**config.mk**
```make
export PLATFORM = sky130hd
export DESIGN_NAME = tcc_core
export DESIGN_NICKNAME = d
export VERILOG_FILES = /design/src/tcc_pkg.sv /design/src/tcc_tick_gen.sv /design/src/tcc_compare_unit.sv /design/src/tcc_core.sv
export VERILOG_INCLUDE_DIRS = /design/src
export SDC_FILE = /design/constraint.sdc
export NUM_CORES = 1
export LEC_CHECK = 0
export ABC_AREA = 1
export BUFFER_PORTS_ARGS = -buffer_cell sky130_fd_sc_hd__buf_2
export CAP_MARGIN = 20
export CORE_ASPECT_RATIO = 1.2
export CORE_MARGIN = 8
export CORE_UTILIZATION = 54
export CTS_CLUSTER_DIAMETER = 80
export DETAILED_ROUTE_END_ITERATION = 16
export GPL_TIMING_DRIVEN = 0
export PLACE_DENSITY = 0.77
export SLEW_MARGIN = 10
export SYNTH_ARGS = -nofsm -noshare
export SYNTH_HDL_FRONTEND = slang
export SYNTH_SLANG_ARGS = --single-unit
```
**constraint.sdc**
```tcl
create_clock -name clk_i -period 2.2 [get_ports clk_i]
set_clock_uncertainty 0.2 [all_clocks]
set_input_delay 0.55 -clock clk_i [delete_from_list [all_inputs] [get_ports clk_i]]
set_output_delay 0.55 -clock clk_i [all_outputs]
set_load 0.03 [all_outputs]
```
**src/tcc_regs.svh**
```systemverilog
// timer compare core constants: reset values, codes and field widths
`ifndef TCC_REGS_SVH
`define TCC_REGS_SVH

`define TCC_DATA_W 8
`define TCC_MAX 8'hFF
`define TCC_BOTTOM 8'h00
`define TCC_RST_COUNT 8'h00
`define TCC_RST_COMPARE 8'h00
`define TCC_RST_OC 1'b0

// wave mode codes
`define TCC_WGM_NORMAL 3'h0
`define TCC_WGM_PHASE_MAX 3'h1
`define TCC_WGM_CTC 3'h2
`define TCC_WGM_FAST_MAX 3'h3
`define TCC_WGM_PHASE_OCA 3'h5
`define TCC_WGM_FAST_OCA 3'h7

// clock source codes
`define TCC_CS_STOP 3'h0
`define TCC_CS_SYS 3'h1
`define TCC_CS_DIV8 3'h2
`define TCC_CS_DIV64 3'h3
`define TCC_CS_DIV256 3'h4
`define TCC_CS_DIV1024 3'h5
`define TCC_CS_EXT_FALL 3'h6
`define TCC_CS_EXT_RISE 3'h7

// prescaler width: divide by 1024 at most
`define TCC_PRE_W 10

// compare output action codes
`define TCC_COM_NONE 2'h0
`define TCC_COM_TOGGLE 2'h1
`define TCC_COM_CLEAR 2'h2
`define TCC_COM_SET 2'h3

`endif

```
**src/tcc_pkg.sv**
```systemverilog
// timer compare core types and shared decode functions
package tcc_pkg;
    `include "tcc_regs.svh"

    typedef enum logic [1:0] {
        KIND_NORMAL,
        KIND_CTC,
        KIND_FAST,
        KIND_PHASE
    } tcc_kind_t;

    typedef struct packed {
        logic [2:0] clock_source_select;
        logic [2:0] wave_mode_select;
        logic [1:0] compare_a_action;
        logic [1:0] compare_b_action;
    } tcc_ctrl_t;

    function automatic tcc_kind_t tcc_kind(input logic [2:0] wgm);
        unique case (wgm)
            `TCC_WGM_CTC: tcc_kind = KIND_CTC;
            `TCC_WGM_FAST_MAX, `TCC_WGM_FAST_OCA: tcc_kind = KIND_FAST;
            `TCC_WGM_PHASE_MAX, `TCC_WGM_PHASE_OCA: tcc_kind = KIND_PHASE;
            default: tcc_kind = KIND_NORMAL;
        endcase
    endfunction : tcc_kind

    function automatic logic tcc_pwm(input logic [2:0] wgm);
        tcc_pwm = (tcc_kind(wgm) == KIND_FAST) ||
                  (tcc_kind(wgm) == KIND_PHASE);
    endfunction : tcc_pwm
endpackage : tcc_pkg

```
**src/tcc_tick_gen.sv**
```systemverilog
// timer tick source: prescaler taps and synchronised external edge
`timescale 1ns/1ns
`include "tcc_regs.svh"
module tcc_tick_gen
    import tcc_pkg::*;
(
    // clock and reset
    input wire logic clk_i,
    input wire logic sys_rst_i,
    // selection
    input wire logic [2:0] clock_source_select_i,
    // external count pin
    input wire logic ext_pin_i,
    // tick out
    output logic timer_tick_o
);
    logic [`TCC_PRE_W-1:0] pre_q;
    logic [2:0] sync_q;
    logic level_q;
    logic rise;
    logic fall;

    // prescaler runs free, independent of the selection
    always_ff @(posedge clk_i) begin
        if (sys_rst_i) begin
            pre_q <= '0;
        end else begin
            pre_q <= pre_q + 1'b1;
        end
    end

    always_ff @(posedge clk_i) begin
        if (sys_rst_i) begin
            sync_q <= 3'h0;
        end else begin
            sync_q <= {sync_q[1:0], ext_pin_i};
        end
    end

    // a level counts only once stages two and three agree
    always_ff @(posedge clk_i) begin
        if (sys_rst_i) begin
            level_q <= 1'b0;
        end else if (sync_q[1] == sync_q[2]) begin
            level_q <= sync_q[2];
        end
    end

    assign rise = (sync_q[1] == sync_q[2]) && sync_q[2] && !level_q;
    assign fall = (sync_q[1] == sync_q[2]) && !sync_q[2] && level_q;

    always_comb begin
        unique case (clock_source_select_i)
            `TCC_CS_STOP: timer_tick_o = 1'b0;
            `TCC_CS_SYS: timer_tick_o = 1'b1;
            `TCC_CS_DIV8: timer_tick_o = &pre_q[2:0];
            `TCC_CS_DIV64: timer_tick_o = &pre_q[5:0];
            `TCC_CS_DIV256: timer_tick_o = &pre_q[7:0];
            `TCC_CS_DIV1024: timer_tick_o = &pre_q[9:0];
            `TCC_CS_EXT_FALL: timer_tick_o = fall;
            `TCC_CS_EXT_RISE: timer_tick_o = rise;
        endcase
    end
endmodule : tcc_tick_gen

```
**src/tcc_compare_unit.sv**
```systemverilog
// one output compare channel: value, buffer, flag and output state
`timescale 1ns/1ns
`include "tcc_regs.svh"
module tcc_compare_unit
    import tcc_pkg::*;
#(
    parameter bit CHANNEL_A = 1'b0
) (
    // clock and reset
    input wire logic clk_i,
    input wire logic sys_rst_i,
    // mode and action
    input wire logic [2:0] wave_mode_select_i,
    input wire logic [1:0] compare_output_action_i,
    // counter events
    input wire logic [7:0] count_value_i,
    input wire logic timer_tick_i,
    input wire logic block_i,
    input wire logic at_top_i,
    input wire logic counting_up_i,
    // cpu access
    input wire logic compare_wr_i,
    input wire logic [7:0] compare_wdata_i,
    input wire logic force_compare_strobe_i,
    input wire logic flag_clear_i,
    input wire logic int_ack_i,
    // results
    output logic [7:0] compare_value_o,
    output logic [7:0] compare_rdata_o,
    output logic compare_flag_o,
    output logic compare_output_state_o
);
    logic [7:0] buf_q;
    logic pwm;
    logic match;
    logic match_ev;
    logic force_ev;
    logic toggle_ok;
    tcc_kind_t kind;

    assign kind = tcc_kind(wave_mode_select_i);
    assign pwm = tcc_pwm(wave_mode_select_i);
    assign match = (count_value_i == compare_value_o);
    // a count write blocks the next tick's match
    assign match_ev = timer_tick_i && match && !block_i;
    assign force_ev = force_compare_strobe_i && !pwm;
    // toggle in pwm modes only for channel a with top at compare a
    assign toggle_ok = CHANNEL_A && wave_mode_select_i[2];
    // cpu sees the buffer while double buffering
    assign compare_rdata_o = pwm ? buf_q : compare_value_o;

    always_ff @(posedge clk_i) begin
        if (sys_rst_i) begin
            buf_q <= `TCC_RST_COMPARE;
            compare_value_o <= `TCC_RST_COMPARE;
        end else begin
            if (compare_wr_i) begin
                buf_q <= compare_wdata_i;
            end
            if (compare_wr_i && !pwm) begin
                compare_value_o <= compare_wdata_i;
            // update at top of sequence only
            end else if (pwm && timer_tick_i && at_top_i) begin
                compare_value_o <= buf_q;
            end
        end
    end

    // flag on tick of match; set wins over clear
    always_ff @(posedge clk_i) begin
        if (sys_rst_i) begin
            compare_flag_o <= 1'b0;
        end else if (match_ev) begin
            compare_flag_o <= 1'b1;
        end else if (flag_clear_i || int_ack_i) begin
            compare_flag_o <= 1'b0;
        end
    end

    // reset to zero; mode changes leave state alone
    always_ff @(posedge clk_i) begin
        if (sys_rst_i) begin
            compare_output_state_o <= `TCC_RST_OC;
        end else if (match_ev || force_ev) begin
            unique case (compare_output_action_i)
                `TCC_COM_NONE: ;
                `TCC_COM_TOGGLE: begin
                    if (!pwm || toggle_ok) begin
                        compare_output_state_o <= !compare_output_state_o;
                    end
                end
                `TCC_COM_CLEAR: begin
                    compare_output_state_o <= (kind == KIND_PHASE)
                        ? !counting_up_i : 1'b0;
                end
                `TCC_COM_SET: begin
                    compare_output_state_o <= (kind == KIND_PHASE)
                        ? counting_up_i : 1'b1;
                end
            endcase
        end else if (kind == KIND_FAST && timer_tick_i && at_top_i) begin
            // fast pwm: opposite level when wrapping to bottom
            if (compare_output_action_i == `TCC_COM_CLEAR) begin
                compare_output_state_o <= 1'b1;
            end else if (compare_output_action_i == `TCC_COM_SET) begin
                compare_output_state_o <= 1'b0;
            end
        end
    end
endmodule : tcc_compare_unit

```
**src/tcc_core.sv**
```systemverilog
// 8-bit timer counter with two output compare channels
`timescale 1ns/1ns
`include "tcc_regs.svh"
// Notes on behaviour
// - each tick clears, increments or decrements the count per mode
// - clock source zero gives no ticks; the count holds
// - cpu may read and write the count at any time
// - a cpu count write beats any clear or count
// - three-bit wave mode: two low bits and one high bit
// - overflow flag set where the mode says; may request interrupt
// - 8-bit comparator matches count against each compare value
// - match sets compare flag on next tick; enabled flag requests interrupt
// - flag clears on interrupt service or software writing one
// - compare values double-buffered in pwm modes only
// - buffered value moves to working value at top only
// - cpu compare access hits buffer when buffered, else working value
// - force strobe updates output like a match outside pwm modes, no flag or clear
// - count write blocks matches on the next tick, even stopped
// - action bits unbuffered; take effect at the next match
// - reset clears each compare output state to zero
// - nonzero action puts output state on pin; direction bit still rules
// - pin override ignores wave mode
// - action zero leaves output state unchanged on match
// - output states survive wave mode changes
// - counter offers clear, top and bottom indications
// - modes 0 normal, 2 clear on match, 3 and 7 fast pwm
// - clock sources: system, four prescaler taps, pin falling or rising
module tcc_core
    import tcc_pkg::*;
(
    // clock and reset
    input wire logic clk_i,
    input wire logic sys_rst_i,
    // control bits
    input wire tcc_ctrl_t ctrl_i,
    // external count pin
    input wire logic ext_pin_i,
    // cpu count access
    input wire logic count_wr_i,
    input wire logic [7:0] count_wdata_i,
    output logic [7:0] count_value_o,
    // cpu compare access, index 0 is channel a
    input wire logic [1:0] compare_wr_i,
    input wire logic [7:0] compare_a_wdata_i,
    input wire logic [7:0] compare_b_wdata_i,
    output logic [7:0] compare_a_value_o,
    output logic [7:0] compare_b_value_o,
    input wire logic [1:0] force_compare_strobe_i,
    // flags: bit 0 overflow, bit 1 compare a, bit 2 compare b
    input wire logic [2:0] flag_clear_i,
    input wire logic [2:0] int_ack_i,
    input wire logic [2:0] int_enable_i,
    output logic overflow_flag_o,
    output logic compare_a_flag_o,
    output logic compare_b_flag_o,
    output logic [2:0] int_req_o,
    // port pins, index 0 is channel a
    input wire logic [1:0] port_value_i,
    input wire logic [1:0] output_pin_direction_bit_i,
    output logic [1:0] compare_output_state_o,
    output logic [1:0] pin_o,
    output logic [1:0] pin_oe_o
);
    logic timer_tick;
    logic [2:0] wgm;
    tcc_kind_t kind;
    logic [7:0] top_val;
    logic at_top;
    logic at_bottom;
    logic up_q;
    logic block_q;
    logic ovf_set;
    logic [7:0] count_d;
    logic up_d;
    logic [7:0] cmp_val [2];
    logic [7:0] cmp_rd [2];
    logic [7:0] cmp_wdata [2];
    logic [1:0] cmp_action [2];
    logic [1:0] cmp_flag;

    // wave mode from its single three-bit control field
    assign wgm = ctrl_i.wave_mode_select;
    assign kind = tcc_kind(wgm);

    tcc_tick_gen u_tick (
        .clk_i(clk_i),
        .sys_rst_i(sys_rst_i),
        .clock_source_select_i(ctrl_i.clock_source_select),
        .ext_pin_i(ext_pin_i),
        .timer_tick_o(timer_tick)
    );

    assign top_val = (wgm == `TCC_WGM_CTC || wgm == `TCC_WGM_FAST_OCA ||
                      wgm == `TCC_WGM_PHASE_OCA) ? cmp_val[0] : `TCC_MAX;
    assign at_top = (count_value_o == top_val);
    assign at_bottom = (count_value_o == `TCC_BOTTOM);

    always_comb begin
        count_d = count_value_o;
        up_d = up_q;
        unique case (kind)
            KIND_NORMAL: count_d = count_value_o + 8'h01;
            KIND_CTC, KIND_FAST: begin
                count_d = at_top ? `TCC_BOTTOM : count_value_o + 8'h01;
            end
            KIND_PHASE: begin
                if (at_top) begin
                    up_d = 1'b0;
                end else if (at_bottom) begin
                    up_d = 1'b1;
                end
                count_d = up_d ? count_value_o + 8'h01
                               : count_value_o - 8'h01;
            end
        endcase
    end

    always_ff @(posedge clk_i) begin
        if (sys_rst_i) begin
            count_value_o <= `TCC_RST_COUNT;
            up_q <= 1'b1;
        end else if (count_wr_i) begin
            count_value_o <= count_wdata_i;
        end else if (timer_tick) begin
            count_value_o <= count_d;
            up_q <= up_d;
        end
    end

    // block lasts until the next tick, even if stopped
    always_ff @(posedge clk_i) begin
        if (sys_rst_i) begin
            block_q <= 1'b0;
        end else if (count_wr_i) begin
            block_q <= 1'b1;
        end else if (timer_tick) begin
            block_q <= 1'b0;
        end
    end

    // overflow point: wrap from max, top in fast, bottom in phase
    always_comb begin
        unique case (kind)
            KIND_FAST: ovf_set = at_top;
            KIND_PHASE: ovf_set = at_bottom;
            default: ovf_set = (count_value_o == `TCC_MAX);
        endcase
    end

    // overflow flag; set wins over clear
    always_ff @(posedge clk_i) begin
        if (sys_rst_i) begin
            overflow_flag_o <= 1'b0;
        end else if (timer_tick && !count_wr_i && ovf_set) begin
            overflow_flag_o <= 1'b1;
        end else if (flag_clear_i[0] || int_ack_i[0]) begin
            overflow_flag_o <= 1'b0;
        end
    end

    assign cmp_wdata[0] = compare_a_wdata_i;
    assign cmp_wdata[1] = compare_b_wdata_i;
    assign cmp_action[0] = ctrl_i.compare_a_action;
    assign cmp_action[1] = ctrl_i.compare_b_action;

    for (genvar ch = 0; ch < 2; ch++) begin : g_cmp
        tcc_compare_unit #(
            .CHANNEL_A(ch == 0)
        ) u_cmp (
            .clk_i(clk_i),
            .sys_rst_i(sys_rst_i),
            .wave_mode_select_i(wgm),
            .compare_output_action_i(cmp_action[ch]),
            .count_value_i(count_value_o),
            .timer_tick_i(timer_tick && !count_wr_i),
            .block_i(block_q),
            .at_top_i(at_top),
            .counting_up_i(up_q),
            .compare_wr_i(compare_wr_i[ch]),
            .compare_wdata_i(cmp_wdata[ch]),
            .force_compare_strobe_i(force_compare_strobe_i[ch]),
            .flag_clear_i(flag_clear_i[ch+1]),
            .int_ack_i(int_ack_i[ch+1]),
            .compare_value_o(cmp_val[ch]),
            .compare_rdata_o(cmp_rd[ch]),
            .compare_flag_o(cmp_flag[ch]),
            .compare_output_state_o(compare_output_state_o[ch])
        );

        // override on any action bit, mode ignored
        always_ff @(posedge clk_i) begin
            if (sys_rst_i) begin
                pin_o[ch] <= 1'b0;
            end else if (|cmp_action[ch]) begin
                pin_o[ch] <= compare_output_state_o[ch];
            end else begin
                pin_o[ch] <= port_value_i[ch];
            end
        end
    end

    // direction stays with the port bit
    assign pin_oe_o = output_pin_direction_bit_i;

    assign compare_a_value_o = cmp_rd[0];
    assign compare_b_value_o = cmp_rd[1];
    assign compare_a_flag_o = cmp_flag[0];
    assign compare_b_flag_o = cmp_flag[1];

    assign int_req_o = int_enable_i &
                       {compare_b_flag_o, compare_a_flag_o, overflow_flag_o};
endmodule : tcc_core

```
==> flow_summary.yaml <==
outcome:
  outcome: "finished clean"
logic_synthesis:
  synth_fa_ha_area_frac: 0.0330
  syn_nets: 660
  synth_area_sq_mm: 0.00379
  syn_area_per_cell_sq_um: 6.37
  synth-xor-area-share: 0.0254
  ys_seq_area_frac: 0.333
  synthSimpleGateAreaFrac: 0.257
  yosys_warnings: 0
  syn_inst: 595
  ys_types: 32
  synth_compound_area_frac: 0.222
  synth_top_family_by_area: "simple AND/OR/NAND/NOR gates"
  synthMuxAreaShare: 0
  ys_ff_latch: 63
drt:
  vias: 4392
  drt_first_pass_iters: 5
  drt_wl_total_um: 11600
  drt_iter0_drc: 259
  drtAntennaViolNets: 0
  wl_per_cell_um: 14.4
  drc: 0
  via_per_inst: 5.45
clocking:
  clk-insertion-delay-late_ps: 350
  numCtsBuffers: 9
  cts_tree: "yes"
  h-tree-depth: 3
  ctsHoldBuffers: 0
  clock-sinks: 63
  clk_path_buf_depth: 2
  path_clk_slew_ps: 80
  root_buffer: "clkbuf_8"
sta:
  hold_violations: 0
  hold_ws_ps: 219
  min_period_ps: 2130
  fmax_mhz: 469
  drv_slew: 0
  fin_crit_sh: 0.969
  setup_viol: 0
  maxSlewHeadroom: 0.627
  tightest_slew_ps: 560
power:
  seqPwrFrac: 0.395
  leakagePower_nw: 2.40
  intPower_mw: 2.16
  power_density_mw_per_mm2: 646
  power_switching_share: 0.330
  power_switching_mw: 1.06
  vdd_drop_max_v: 0.000517
  pwr-share-comb: 0.254
  pwr-share-clk: 0.351
die:
  num_rows: 33
  pin_count: 91
  die_w_um: 92.5
  initial_utilization: 0.556
  die_h_um: 108
  core_area_sq_mm: 0.00681
  die_area_sq_mm: 0.00997
setup_path:
  start_kind: "register"
  crit_buf_inv: 0
  cp_num_cells: 13
  worstReg2RegStart: "u_tick.pre_q[0]"
  path_class: "register to register"
  timing.reg2reg.worst_path_depth: 13
  path_cells: "ha_4 > nand3_4 > nor2_4 > nand3_4 > o21ai_4 > nand3_4 > nor2_1 > nor2_1 > nand2_1 > nand2_2 > nand2_1 > nand2_1 > nor2_1"
  worst-endpoint-arrival_ps: 2210
  cp.required_ps: 2280
  critical_path.max_stage_delay_ps: 360
  timing.rr.end: "g_cmp[1].u_cmp.compare_output_state_o"
  critPathTopFamily: "simple AND/OR/NAND/NOR gates"
  crit_slowest_cell: "dfxtp_2"
  crit_start: "u_tick.pre_q[0]"
  reg2reg_slack_ps: 70
  cp_max_fo: 5
  cp-end-kind: "register"
placement:
  routabilityCongestion: 0.945
  hpwl_um: 8220
  io_buffers: 86
hold_path:
  hp-class: "primary input to register"
  min_from: "ext_pin_i"
  hold_depth: 3
  hold_end: "u_tick.sync_q[0]"
cells_and_area:
  num-fill-cells: 574
  utilization: 0.731
  areaGrowthSynthToFinish_pct: 31.4
  antennaDiodeCount: 0
  layout-drive-gt1-share: 0.270
  final_nets: 779
  final_common_cell: "nand2_1"
  final_cell_mix: "125 x nand2_1, 85 x inv_1, 82 x o21ai_0"
global_routing:
  grt_pass1_vias: 4133
  grt_usage: 0.222
  global_route.overflow_total: 0
  grt_pass1_wl_um: 18100
  grt_max_degree: 13
  antenna_found_initial: 0
run:
  cap_violations: 0
## sequential cells by signal, indices dropped and copies added (netlist names)
| name | count |
|---|---|
| g_cmp.u_cmp.compare_value_o | 16 |
| g_cmp.u_cmp.compare_output_state_o | 2 |
| up_q | 1 |
| u_tick.level_q | 1 |
| u_tick.sync_q | 3 |
| u_tick.pre_q | 10 |
| g_cmp.u_cmp.compare_flag_o | 2 |
| pin_o | 2 |
| count_value_o | 8 |
| g_cmp.u_cmp.buf_q | 16 |
| overflow_flag_o | 1 |
| block_q | 1 |
## worst max path at each step
stage                                                  endpoint  slack (ps)
after floorplan                            compare_a_value_o[4]        -140
after global placement                     compare_b_value_o[7]        -340
after detailed placement                       count_value_o[1]        -370
after CTS                                  compare_b_value_o[7]         -20
after global routing      g_cmp[1].u_cmp.compare_output_state_o         -30
final                     g_cmp[1].u_cmp.compare_output_state_o          70
## worst register-to-register path: stages (launching register included)
cell	delay (ps)
dfxtp_2	360
ha_4	160
nand3_4	90
nor2_4	170
nand3_4	110
o21ai_4	170
nand3_4	130
nor2_1	180
nor2_1	100
nand2_1	80
nand2_2	60
nand2_1	80
nand2_1	60
nor2_1	120
## metrics by stage
stage	setup WS (ps)	power [mW]	area [sq um]	cells	setup TNS (ps)
detailed placement	-366	1.99	4330	768	-9530
global placement	-338	1.97	4330	768	-8440
global route	-34.3	3.38	4980	806	-165
finish	67.6	3.22	4980	806	0
CTS	-17.0	3.14	4700	787	-17.0
floorplan	-143	1.77	3790	595	-570
## cells in the mapped netlist (all sizes together)
library cell	n	area, sq um
a211oi	1	7.51
a21oi	60	312
a31oi	2	12.5
and3	1	6.26
buf	13	88.8
clkbuf	12	45.0
clkinv	1	3.75
dfxtp	63	1260
ha	10	125
inv	95	357
nand2	133	512
nand3	27	153
nand4	5	31.3
nor2	54	218
nor3	6	30.0
nor3b	3	22.5
o211ai	2	15.0
o21ai	95	487
o31ai	1	7.51
xor2	11	96.3
## power groups by stage
stage	logic, mW	clock network [mW]	registers (mW)
after global placement	0.684	0	1.29
after global routing	0.901	1.20	1.28
after detailed placement	0.698	0	1.29
after CTS	0.739	1.13	1.27
final	0.816	1.13	1.27
after floorplan	0.469	0	1.30
## what timing repair did
action                     4_1_cts  5_1_grt
setup buffers                    3       19
pin swaps                        2       17
cloned                           0        0
resized for setup               43       45
setup endpoints to repair       43       40
## cell families after synthesis
logic type                 after synthesis
and+or+nand+nor                        229
AOI/OAI and AO/OA                      161
buffers and inverters                  121
DFF                                     63
xor gates and xnor gates                11
adders and majority gates               10
## per-layer routing
layer	wire length, um	part of all wire	global-route usage	up-vias
met5	0	0	0	-
met4	246	0.021	0.108	0
met3	1070	0.092	0.0712	27
met2	5670	0.49	0.372	234
met1	4650	0.40	0.248	1985
li1	-	-	-	2146
## cell type report
class | count | area (sq um) | share of cell area
clock inverters | 7 | 95.1 | 0.0191
well taps | 87 | 109 | 0.0219
multi-input cells | 411 | 2200 | 0.441
plain buffers | 25 | 171 | 0.0344
flip-flops and latches | 63 | 1270 | 0.256
clock buffers | 9 | 124 | 0.0249
inverters | 96 | 368 | 0.0739
repair buffers | 108 | 642 | 0.129
Power figures use the tool's default switching activity.
